## config.mk

```make
export PLATFORM = sky130hd
export DESIGN_NAME = lar_top
export DESIGN_NICKNAME = d
export VERILOG_FILES = /design/src/verilog/lar_pkg.sv /design/src/verilog/lar_top.sv
export SDC_FILE = /design/constraint.sdc
export NUM_CORES = 1
export LEC_CHECK = 0
export BUFFER_PORTS_ARGS = -buffer_cell sky130_fd_sc_hd__buf_2
export CAP_MARGIN = 20
export CORE_MARGIN = 2
export CORE_UTILIZATION = 60
export CTS_CLUSTER_SIZE = 30
export DETAILED_ROUTE_END_ITERATION = 8
export PLACE_DENSITY_LB_ADDON = 0.05
export RECOVER_POWER = 50
export SYNTH_ARGS = -nofsm -noshare
export SYNTH_HDL_FRONTEND = slang
export SYNTH_SLANG_ARGS = --single-unit
```

## constraint.sdc

```tcl
create_clock -name sys_clk -period 9.38 [get_ports sys_clk]
set_clock_uncertainty 0.05 [all_clocks]
set_input_delay 1.407 -clock sys_clk [delete_from_list [all_inputs] [get_ports sys_clk]]
set_output_delay 1.407 -clock sys_clk [all_outputs]
set_load 0.01 [all_outputs]
```

## src/verilog/lar_pkg.sv

```systemverilog
// Package: register map, field layouts and timing for the light alert and autorange block
package lar_pkg;

    // Register byte addresses
    localparam logic [7:0] LAR_ADDR_CONFIG   = 8'h00;
    localparam logic [7:0] LAR_ADDR_THRESH_H = 8'h04;
    localparam logic [7:0] LAR_ADDR_THRESH_L = 8'h08;
    localparam logic [7:0] LAR_ADDR_FLAGS    = 8'h0C;
    localparam logic [7:0] LAR_ADDR_RESULT   = 8'h10;
    localparam int         LAR_ADDR_W        = 8;

    // Configuration word
    typedef struct packed {
        logic [1:0] fault_count;
        logic [1:0] alert_func;
        logic       alert_polarity;
        logic       latch;
        logic [3:0] range;
    } lar_cfg_t;

    // Threshold word
    typedef struct packed {
        logic [3:0]  exponent;
        logic [11:0] result;
    } lar_thresh_t;

    // Measurement as presented by the converter
    typedef struct packed {
        logic        done;
        logic        overrange;
        logic [3:0]  exponent;
        logic [19:0] mantissa;
    } lar_meas_t;

    localparam int LAR_CFG_W    = 10;
    localparam int LAR_THRESH_W = 16;
    localparam int LAR_CODE_W   = 36;

    localparam lar_cfg_t    LAR_CFG_RST      = 10'h00C;
    localparam lar_thresh_t LAR_THRESH_H_RST = 16'hFFFF;
    localparam lar_thresh_t LAR_THRESH_L_RST = 16'h0000;

    // Field encodings
    localparam logic [3:0] LAR_RANGE_AUTO = 4'hC;
    localparam logic [3:0] LAR_RANGE_MAX  = 4'h8;
    localparam logic [3:0] LAR_RANGE_MIN  = 4'h0;
    localparam logic [1:0] LAR_FUNC_FAULT = 2'h0;
    localparam logic [1:0] LAR_FUNC_CONV  = 2'h1;
    localparam logic [1:0] LAR_FUNC_FIFO  = 2'h3;
    localparam logic [4:0] LAR_THR_SHIFT  = 5'h08;
    localparam logic [1:0] LAR_FIFO_LAST  = 2'h3;

    // Flag register bit positions
    localparam int LAR_FLAG_H_BIT   = 0;
    localparam int LAR_FLAG_L_BIT   = 1;
    localparam int LAR_FLAG_RNG_LSB = 4;

    // AXI responses
    localparam logic [1:0] LAR_RESP_OKAY   = 2'h0;
    localparam logic [1:0] LAR_RESP_SLVERR = 2'h2;

    // Alert pulse width
    localparam int         LAR_CLK_PERIOD_NS = 4;
    localparam int         LAR_PULSE_NS      = 1000;
    localparam logic [7:0] LAR_PULSE_CYCLES  = 8'(LAR_PULSE_NS / LAR_CLK_PERIOD_NS);

endpackage

```

## src/verilog/lar_top.sv

```systemverilog
// Light sensor alert reporting and full-scale range selection with AXI4-Lite registers
`timescale 1ns/100ps

// Behaviour
// Alert pin is open-drain, wired sharing
// Writable polarity sets alert active level
// Latch bit: 0 hysteresis, 1 latched window
// Hysteresis alert: on above high, off below low
// Hysteresis high flag set above, cleared below
// Hysteresis low flag set below, cleared above
// Latched alert holds until flags register read
// Latched flags clear only on flags read
// Limit comparisons form the fault events
// Act only after configured consecutive fault count
// Function 1: 1us pulse every conversion
// Function 3: pulse every fourth conversion
// Flags keep updating under conversion functions
// Range field 0xC selects automatic range
// Low reading: lower range one or two
// High reading: raise range one step
// Overrange: abort, unreported, step up, retry
// Manual range 0..8 fixes the range
// Limit code is mantissa shifted 8 plus exponent
// Measurement code is mantissa shifted by exponent
// Non-fault measurement restarts fault run
// Host reads flags to release latched alert
module lar_top (
    input  wire logic        sys_clk,
    input  wire logic        rst,
    // AXI4-Lite slave
    input  wire logic [7:0]  s_axi_awaddr,
    input  wire logic        s_axi_awvalid,
    output logic             s_axi_awready,
    input  wire logic [31:0] s_axi_wdata,
    input  wire logic [3:0]  s_axi_wstrb,
    input  wire logic        s_axi_wvalid,
    output logic             s_axi_wready,
    output logic [1:0]       s_axi_bresp,
    output logic             s_axi_bvalid,
    input  wire logic        s_axi_bready,
    input  wire logic [7:0]  s_axi_araddr,
    input  wire logic        s_axi_arvalid,
    output logic             s_axi_arready,
    output logic [31:0]      s_axi_rdata,
    output logic [1:0]       s_axi_rresp,
    output logic             s_axi_rvalid,
    input  wire logic        s_axi_rready,
    // Converter link
    input  wire logic        conv_clk,
    input  wire logic        conv_done,
    input  wire logic        conv_overrange,
    input  wire logic [3:0]  conv_exponent,
    input  wire logic [19:0] conv_mantissa,
    output logic [3:0]       conv_range,
    output logic             conv_retry,
    // Open-drain alert pin
    input  wire logic        alert_in,
    output logic             alert_out,
    output logic             alert_oe
);

    function automatic logic [31:0] merge_bytes(input logic [31:0] old_val,
                                                input logic [31:0] new_val,
                                                input logic [3:0]  strb);
        logic [31:0] res;
        res = old_val;
        for (int i = 0; i < 4; i++) begin
            if (strb[i]) begin
                res[i*8 +: 8] = new_val[i*8 +: 8];
            end
        end
        return res;
    endfunction

    function automatic logic [lar_pkg::LAR_CODE_W-1:0] meas_code(input logic [3:0]  ex,
                                                                 input logic [19:0] man);
        return lar_pkg::LAR_CODE_W'(man) << ex;
    endfunction

    function automatic logic [lar_pkg::LAR_CODE_W-1:0] limit_code(input lar_pkg::lar_thresh_t t);
        return lar_pkg::LAR_CODE_W'(t.result) << (lar_pkg::LAR_THR_SHIFT + 5'(t.exponent));
    endfunction

    lar_pkg::lar_cfg_t    cfg;
    lar_pkg::lar_thresh_t thresh_h;
    lar_pkg::lar_thresh_t thresh_l;
    logic                 flag_h;
    logic                 flag_l;
    logic [23:0]          last_result;
    logic                 aw_held;
    logic                 w_held;
    logic [7:0]           aw_addr;
    logic [31:0]          w_data;
    logic [3:0]           w_strb;
    lar_pkg::lar_meas_t   meas_s1;
    lar_pkg::lar_meas_t   meas_s2;
    logic                 cclk_s1;
    logic                 cclk_s2;
    logic                 cclk_s3;
    logic [3:0]           run_h;
    logic [3:0]           run_l;
    logic                 thr_alert;
    logic [1:0]           fifo_cnt;
    logic [7:0]           pulse_cnt;
    logic [3:0]           auto_range;
    logic                 wr_go;
    logic                 rd_go;
    logic                 flags_read;
    logic                 take;
    logic                 is_auto;
    logic                 abort_meas;
    logic                 report;
    logic                 fault_h;
    logic                 fault_l;
    logic [3:0]           need;
    logic                 qual_h;
    logic                 qual_l;
    logic [lar_pkg::LAR_CODE_W-1:0] code;
    logic                 alert_active;
    logic [3:0]           next_range;

    assign wr_go      = aw_held && w_held && !s_axi_bvalid;
    assign rd_go      = s_axi_arvalid && s_axi_arready;
    assign flags_read = rd_go && (s_axi_araddr == lar_pkg::LAR_ADDR_FLAGS);
    assign take       = cclk_s2 && !cclk_s3 && meas_s2.done;
    assign is_auto    = (cfg.range == lar_pkg::LAR_RANGE_AUTO);
    // Abort only below the top range; at the top a saturated reading is still reported
    assign abort_meas = take && is_auto && meas_s2.overrange
                        && (auto_range != lar_pkg::LAR_RANGE_MAX);
    assign report     = take && !abort_meas;
    assign code       = meas_code(meas_s2.exponent, meas_s2.mantissa);
    assign fault_h    = code > limit_code(thresh_h);
    assign fault_l    = code < limit_code(thresh_l);
    assign need       = 4'h1 << cfg.fault_count;
    assign qual_h     = report && fault_h && (run_h + 4'h1 >= need);
    assign qual_l     = report && fault_l && (run_l + 4'h1 >= need);

    // Next automatic range from the mantissa's position in full scale
    always_comb begin
        next_range = auto_range;
        if (abort_meas) begin
            next_range = auto_range + 4'h1;
        end else if (meas_s2.mantissa[19:18] == 2'b11) begin
            if (auto_range != lar_pkg::LAR_RANGE_MAX) begin
                next_range = auto_range + 4'h1;
            end
        end else if (meas_s2.mantissa[19:16] == 4'h0) begin
            if (auto_range > 4'h1) begin
                next_range = auto_range - 4'h2;
            end else begin
                next_range = lar_pkg::LAR_RANGE_MIN;
            end
        end else if (meas_s2.mantissa[19:18] == 2'b00) begin
            if (auto_range != lar_pkg::LAR_RANGE_MIN) begin
                next_range = auto_range - 4'h1;
            end
        end
    end

    // Alert source by function; other encodings leave the pin inactive
    always_comb begin
        case (cfg.alert_func)
            lar_pkg::LAR_FUNC_FAULT: alert_active = thr_alert;
            lar_pkg::LAR_FUNC_CONV:  alert_active = (pulse_cnt != 8'h00);
            lar_pkg::LAR_FUNC_FIFO:  alert_active = (pulse_cnt != 8'h00);
            default:                 alert_active = 1'b0;
        endcase
    end

    // Link inputs, two stages before any use
    always_ff @(posedge sys_clk or posedge rst) begin
        if (rst) begin
            meas_s1 <= '0;
            meas_s2 <= '0;
            cclk_s1 <= 1'b0;
            cclk_s2 <= 1'b0;
            cclk_s3 <= 1'b0;
        end else begin
            meas_s1 <= {conv_done, conv_overrange, conv_exponent, conv_mantissa};
            meas_s2 <= meas_s1;
            cclk_s1 <= conv_clk;
            cclk_s2 <= cclk_s1;
            cclk_s3 <= cclk_s2;
        end
    end

    // AXI write channel
    always_ff @(posedge sys_clk or posedge rst) begin
        if (rst) begin
            aw_held       <= 1'b0;
            w_held        <= 1'b0;
            aw_addr       <= '0;
            w_data        <= '0;
            w_strb        <= '0;
            s_axi_awready <= 1'b0;
            s_axi_wready  <= 1'b0;
            s_axi_bvalid  <= 1'b0;
            s_axi_bresp   <= lar_pkg::LAR_RESP_OKAY;
        end else begin
            if (!aw_held && !s_axi_bvalid) begin
                s_axi_awready <= 1'b1;
            end
            if (!w_held && !s_axi_bvalid) begin
                s_axi_wready <= 1'b1;
            end
            if (s_axi_awvalid && s_axi_awready) begin
                aw_held       <= 1'b1;
                aw_addr       <= s_axi_awaddr;
                s_axi_awready <= 1'b0;
            end
            if (s_axi_wvalid && s_axi_wready) begin
                w_held       <= 1'b1;
                w_data       <= s_axi_wdata;
                w_strb       <= s_axi_wstrb;
                s_axi_wready <= 1'b0;
            end
            if (wr_go) begin
                aw_held      <= 1'b0;
                w_held       <= 1'b0;
                s_axi_bvalid <= 1'b1;
                case (aw_addr)
                    lar_pkg::LAR_ADDR_CONFIG,
                    lar_pkg::LAR_ADDR_THRESH_H,
                    lar_pkg::LAR_ADDR_THRESH_L,
                    lar_pkg::LAR_ADDR_FLAGS,
                    lar_pkg::LAR_ADDR_RESULT: s_axi_bresp <= lar_pkg::LAR_RESP_OKAY;
                    default:                  s_axi_bresp <= lar_pkg::LAR_RESP_SLVERR;
                endcase
            end else if (s_axi_bvalid && s_axi_bready) begin
                s_axi_bvalid <= 1'b0;
            end
        end
    end

    // Writable registers
    always_ff @(posedge sys_clk or posedge rst) begin
        if (rst) begin
            cfg      <= lar_pkg::LAR_CFG_RST;
            thresh_h <= lar_pkg::LAR_THRESH_H_RST;
            thresh_l <= lar_pkg::LAR_THRESH_L_RST;
        end else if (wr_go) begin
            case (aw_addr)
                lar_pkg::LAR_ADDR_CONFIG:
                    cfg <= lar_pkg::LAR_CFG_W'(merge_bytes(32'(cfg), w_data, w_strb));
                lar_pkg::LAR_ADDR_THRESH_H:
                    thresh_h <= lar_pkg::LAR_THRESH_W'(merge_bytes(32'(thresh_h), w_data, w_strb));
                lar_pkg::LAR_ADDR_THRESH_L:
                    thresh_l <= lar_pkg::LAR_THRESH_W'(merge_bytes(32'(thresh_l), w_data, w_strb));
                default: ;
            endcase
        end
    end

    // AXI read channel
    always_ff @(posedge sys_clk or posedge rst) begin
        if (rst) begin
            s_axi_arready <= 1'b0;
            s_axi_rvalid  <= 1'b0;
            s_axi_rdata   <= '0;
            s_axi_rresp   <= lar_pkg::LAR_RESP_OKAY;
        end else begin
            if (rd_go) begin
                s_axi_arready <= 1'b0;
                s_axi_rvalid  <= 1'b1;
                s_axi_rresp   <= lar_pkg::LAR_RESP_OKAY;
                s_axi_rdata   <= '0;
                case (s_axi_araddr)
                    lar_pkg::LAR_ADDR_CONFIG:   s_axi_rdata <= 32'(cfg);
                    lar_pkg::LAR_ADDR_THRESH_H: s_axi_rdata <= 32'(thresh_h);
                    lar_pkg::LAR_ADDR_THRESH_L: s_axi_rdata <= 32'(thresh_l);
                    lar_pkg::LAR_ADDR_FLAGS: begin
                        s_axi_rdata[lar_pkg::LAR_FLAG_H_BIT] <= flag_h;
                        s_axi_rdata[lar_pkg::LAR_FLAG_L_BIT] <= flag_l;
                        s_axi_rdata[lar_pkg::LAR_FLAG_RNG_LSB +: 4] <= conv_range;
                    end
                    lar_pkg::LAR_ADDR_RESULT:   s_axi_rdata <= 32'(last_result);
                    default:                    s_axi_rresp <= lar_pkg::LAR_RESP_SLVERR;
                endcase
            end else if (s_axi_rvalid && s_axi_rready) begin
                s_axi_rvalid <= 1'b0;
            end else if (!s_axi_rvalid) begin
                s_axi_arready <= 1'b1;
            end
        end
    end

    // Consecutive fault runs
    always_ff @(posedge sys_clk or posedge rst) begin
        if (rst) begin
            run_h <= '0;
            run_l <= '0;
        end else if (report) begin
            if (!fault_h) begin
                run_h <= '0;
            end else if (run_h < need) begin
                run_h <= run_h + 4'h1;
            end
            if (!fault_l) begin
                run_l <= '0;
            end else if (run_l < need) begin
                run_l <= run_l + 4'h1;
            end
        end
    end

    // Flags and threshold alert; a new event wins over a clearing read
    always_ff @(posedge sys_clk or posedge rst) begin
        if (rst) begin
            flag_h    <= 1'b0;
            flag_l    <= 1'b0;
            thr_alert <= 1'b0;
        end else if (!cfg.latch) begin
            if (qual_h) begin
                flag_h    <= 1'b1;
                flag_l    <= 1'b0;
                thr_alert <= 1'b1;
            end else if (qual_l) begin
                flag_h    <= 1'b0;
                flag_l    <= 1'b1;
                thr_alert <= 1'b0;
            end
        end else begin
            if (qual_h) begin
                flag_h <= 1'b1;
            end else if (flags_read) begin
                flag_h <= 1'b0;
            end
            if (qual_l) begin
                flag_l <= 1'b1;
            end else if (flags_read) begin
                flag_l <= 1'b0;
            end
            if (qual_h || qual_l) begin
                thr_alert <= 1'b1;
            end else if (flags_read) begin
                thr_alert <= 1'b0;
            end
        end
    end

    // Conversion pulses and the last reported result
    always_ff @(posedge sys_clk or posedge rst) begin
        if (rst) begin
            fifo_cnt    <= '0;
            pulse_cnt   <= '0;
            last_result <= '0;
        end else begin
            if (report) begin
                fifo_cnt    <= fifo_cnt + 2'h1;
                last_result <= {meas_s2.exponent, meas_s2.mantissa};
            end
            if (report && (cfg.alert_func == lar_pkg::LAR_FUNC_CONV)) begin
                pulse_cnt <= lar_pkg::LAR_PULSE_CYCLES;
            end else if (report && (cfg.alert_func == lar_pkg::LAR_FUNC_FIFO)
                         && (fifo_cnt == lar_pkg::LAR_FIFO_LAST)) begin
                pulse_cnt <= lar_pkg::LAR_PULSE_CYCLES;
            end else if (pulse_cnt != 8'h00) begin
                pulse_cnt <= pulse_cnt - 8'h01;
            end
        end
    end

    // Range selection toward the converter
    always_ff @(posedge sys_clk or posedge rst) begin
        if (rst) begin
            auto_range <= lar_pkg::LAR_RANGE_MAX;
            conv_range <= lar_pkg::LAR_RANGE_MAX;
            conv_retry <= 1'b0;
        end else begin
            conv_retry <= abort_meas;
            if (is_auto) begin
                if (take) begin
                    auto_range <= next_range;
                    conv_range <= next_range;
                end else begin
                    conv_range <= auto_range;
                end
            end else if (cfg.range <= lar_pkg::LAR_RANGE_MAX) begin
                conv_range <= cfg.range;
                auto_range <= cfg.range;
            end else begin
                conv_range <= lar_pkg::LAR_RANGE_MAX;
                auto_range <= lar_pkg::LAR_RANGE_MAX;
            end
        end
    end

    // Open-drain pin: only ever pulls low
    always_ff @(posedge sys_clk or posedge rst) begin
        if (rst) begin
            alert_out <= 1'b0;
            alert_oe  <= 1'b0;
        end else begin
            alert_out <= 1'b0;
            alert_oe  <= cfg.alert_polarity ? !alert_active : alert_active;
        end
    end

endmodule // lar_top

```

==> impl_metrics.py <==
metrics = {
    "critical_path": {
        "path_max_fanout": 129,
        "end_kind": "async pin",
        "worstSetupStartpointType": "primary input",
        "critPathKind": "in2async",
        "regToRegSetupSlack_ps": 4610,
        "cp.arrival_ps": 5740,
        "cp.required_ps": 9820,
    },
    "clock_tree": {
        "cts_buffers": 22,
        "max-clock-path-buffers": 3,
        "root_buffer": "clkbuf_16",
        "path_clk_slew_ps": 70,
        "h-tree-depth": 1,
        "post_cts_buffers": 0,
        "ctsResizeCount": 0,
        "clock-sinks": 207,
        "cts_hold_buf": 0,
        "cts_tree": "done",
        "clk-insertion-delay-late_ps": 510,
    },
    "outcome": {
        "violations": "capacitance limit, slew limit",
        "status": "complete, but fails checks",
    },
    "floorplan": {
        "die_x_um": 147,
        "initial_utilization_pct": 60.9,
        "dieArea_sq_mm": 0.0216,
        "core_sq_mm": 0.0202,
        "die_h_um": 147,
        "ioPinCount": 135,
        "placementRows": 52,
    },
    "global_routing": {
        "grt_first_pass_wirelength_um": 48400,
        "grtUsageTotal_pct": 28.6,
        "gr-total-overflow": 0,
        "antenna_found_initial": 0,
        "grt_pass1_vias": 9010,
        "grt_start_max_net_pins": 130,
    },
    "yosys": {
        "synthXorXnorAreaFrac_pct": 0.856,
        "synth_top_family_by_area": "multiplexers",
        "yosysTopAreaCellShare_pct": 38.3,
        "yosysTopAreaCell": "dfrtp_1",
        "synth-async-reset-ratio_pct": 100,
        "synth_area_sq_mm": 0.0123,
        "ys.flop_type": "dfrtp_1",
        "synth_edf_count": 0,
        "synth.distinct_cells": 74,
        "synth.area.top_cells": "dfrtp_1, ha_1, mux2_2",
        "synth-simple-area-share_pct": 15.1,
        "synthMuxAreaShare_pct": 16.2,
        "synth_cells": 1240,
        "syn_area_per_cell_sq_um": 9.90,
        "seq_area_frac_synth_pct": 42.4,
        "synth-seq-cells": 207,
        "synth_compound_area_share_pct": 12.7,
        "ys_warn_count": 0,
        "synthAdderAreaFrac_pct": 9.38,
    },
    "finish": {
        "areaGrowthSynthToFinish_pct": 11.6,
        "multi_input_area_sq_mm": 0.00674,
        "fillers": 1604,
        "regArea_sq_mm": 0.00520,
        "finalNetCount": 1508,
        "drive_gt1_share_pct": 19.9,
    },
    "timing": {
        "finalSetupTns_ps": 0,
        "min_period_ps": 5290,
        "period_share_pct": 56.4,
        "finalHoldViolCount": 0,
        "max_freq_mhz": 189,
        "setup_violations": 0,
        "finalMaxSlewViolations": 173,
        "fin_hold_ws_ps": 287,
        "worst_slack_ps": 4090,
        "slew-limit-headroom_pct": -266,
        "worst_pin_slew_ps": 5460,
        "rsz0062_at_grt": "no",
    },
    "power": {
        "peakVddDrop_mv": 0.231,
        "comb_power_share_pct": 22.7,
        "pwr-share-clk_pct": 32.2,
        "power_leakage_nw": 6.11,
        "p_int_mw": 1.89,
        "power_density_mw_per_mm2": 201,
        "seqPwrFrac_pct": 45.1,
        "sw_frac_of_total_pct": 31.4,
        "p_switching_mw": 0.866,
    },
    "route": {
        "viasPerCell": 5.86,
        "wirelength_um": 30500,
        "drt_iter0_drc": 802,
        "via_count": 9462,
        "wl_per_cell_um": 18.9,
        "dr.pass1.iters": 7,
        "final_antenna_net_count": 0,
        "drc_errors": 0,
    },
    "placed_design": {
        "place_congestion": 0.955,
        "portBuffers": 104,
        "dp_hpwl_um": 23000,
        "dp_slack_ps": 4710,
    },
    "run": {
        "maxCapViolCount": 2,
    },
    "min_path": {
        "hold_path_class": "reg2reg",
    },
}
-- cell families after synthesis --
| family | after synthesis |
|---|---|
| simple gates | 402 |
| compound gates | 248 |
| flops | 207 |
| mux | 181 |
| buf+inv | 96 |
| fa+ha+maj | 92 |
| xor+xnor | 12 |
| other cells | 2 |
-- cells in the final DEF, fill, tap and decap left out, drive strengths merged, types with 11 or more instances in the layout --
cell and n:
nor2 72, dfstp 19, dfrtp 188, conb 24
nor2b 24, nand2b 15, clkbuf 38, inv 28
or2 11, a21oi 66, nor3 14, mux2 87
nand2 186, nand4 11, o21ai 88, ha 92
mux2i 89, buf 107, nand3 30
-- flip-flops by register name (all words and copies together) (netlist names), 2 cells and up --
signal and flops:
meas_s1 26, meas_s2 26, last_result 24, s_axi_rdata 24, thresh_h 16, thresh_l 16, w_data 16, cfg 10
aw_addr 8, pulse_cnt 8, auto_range 4, run_h 4, run_l 4, fifo_cnt 2, w_strb 2
-- metal layers --
layer  share of wire [%]  global-route usage [%]
met2                  46                    44.8
met3                 6.4                    4.97
met1                  45                    41.1
met4                 3.1                    8.85
met5                   0                       0
-- through the flow --
step	util [%]	total power [mW]	std cells	cell area, sq um
after global routing	67.9	2.92	1614	13700
after CTS	68.0	2.77	1614	13700
after floorplan	-	1.68	1262	12400
final	67.9	2.75	1615	13700
after detailed placement	64.3	1.88	1575	13000
after global placement	64.3	1.85	1575	13000
-- synthesized netlist by cell type (all sizes together), types with 7 or more instances --
cell type and count:
o21a 9, nor3b 7, nor3 14, inv 28, nor2 72, nand4 11
a211oi 10, mux2i 89, clkbuf 49, xnor2 7, or2 11, ha 92
buf 19, o211ai 7, o22a 7, dfstp 19, and2 7, nand3 30
mux2 87, a222oi 10, nor2b 24, o21ai 88, dfrtp 188, nand2b 15
nand2 186, a21oi 66
-- path summary, 6_finish.rpt --
check,startpoint,end,cells past startpoint
worst max-delay path,rst,meas_s1[5],3
worst min-delay path,meas_s1[22],meas_s2[22],0
worst max register to register,meas_s2[21],run_l[1],14
worst min register to register,meas_s1[22],meas_s2[22],0
max in group sys_clk,meas_s2[21],run_l[1],14
min in group asynchronous,rst,aw_addr[1],2
-- worst max-delay path, cell delays in order --
cell and delay [ps]:
buf_2 100, clkinvlp_2 3010, buf_4 1080
-- final cells by class --
cell class	instances	area share, %
clock buffers	34	5.01
well taps	270	2.47
repair buffers	111	4.13
flip-flops and latches	207	38.0
inverters	28	0.776
clock inverters	5	0.411
diodes	1	0.0183
multi-input cells	959	49.2
-- power by group through the flow --
stage          combinational, mW  clock, mW  sequential, mW
2_1_floorplan              0.512          0            1.17
3_3_place_gp               0.607          0            1.25
3_5_place_dp               0.625          0            1.25
4_1_cts                    0.629      0.902            1.24
5_1_grt                    0.712      0.939            1.27
6_report                   0.626      0.886            1.24
(Power assumes the default switching activity.)
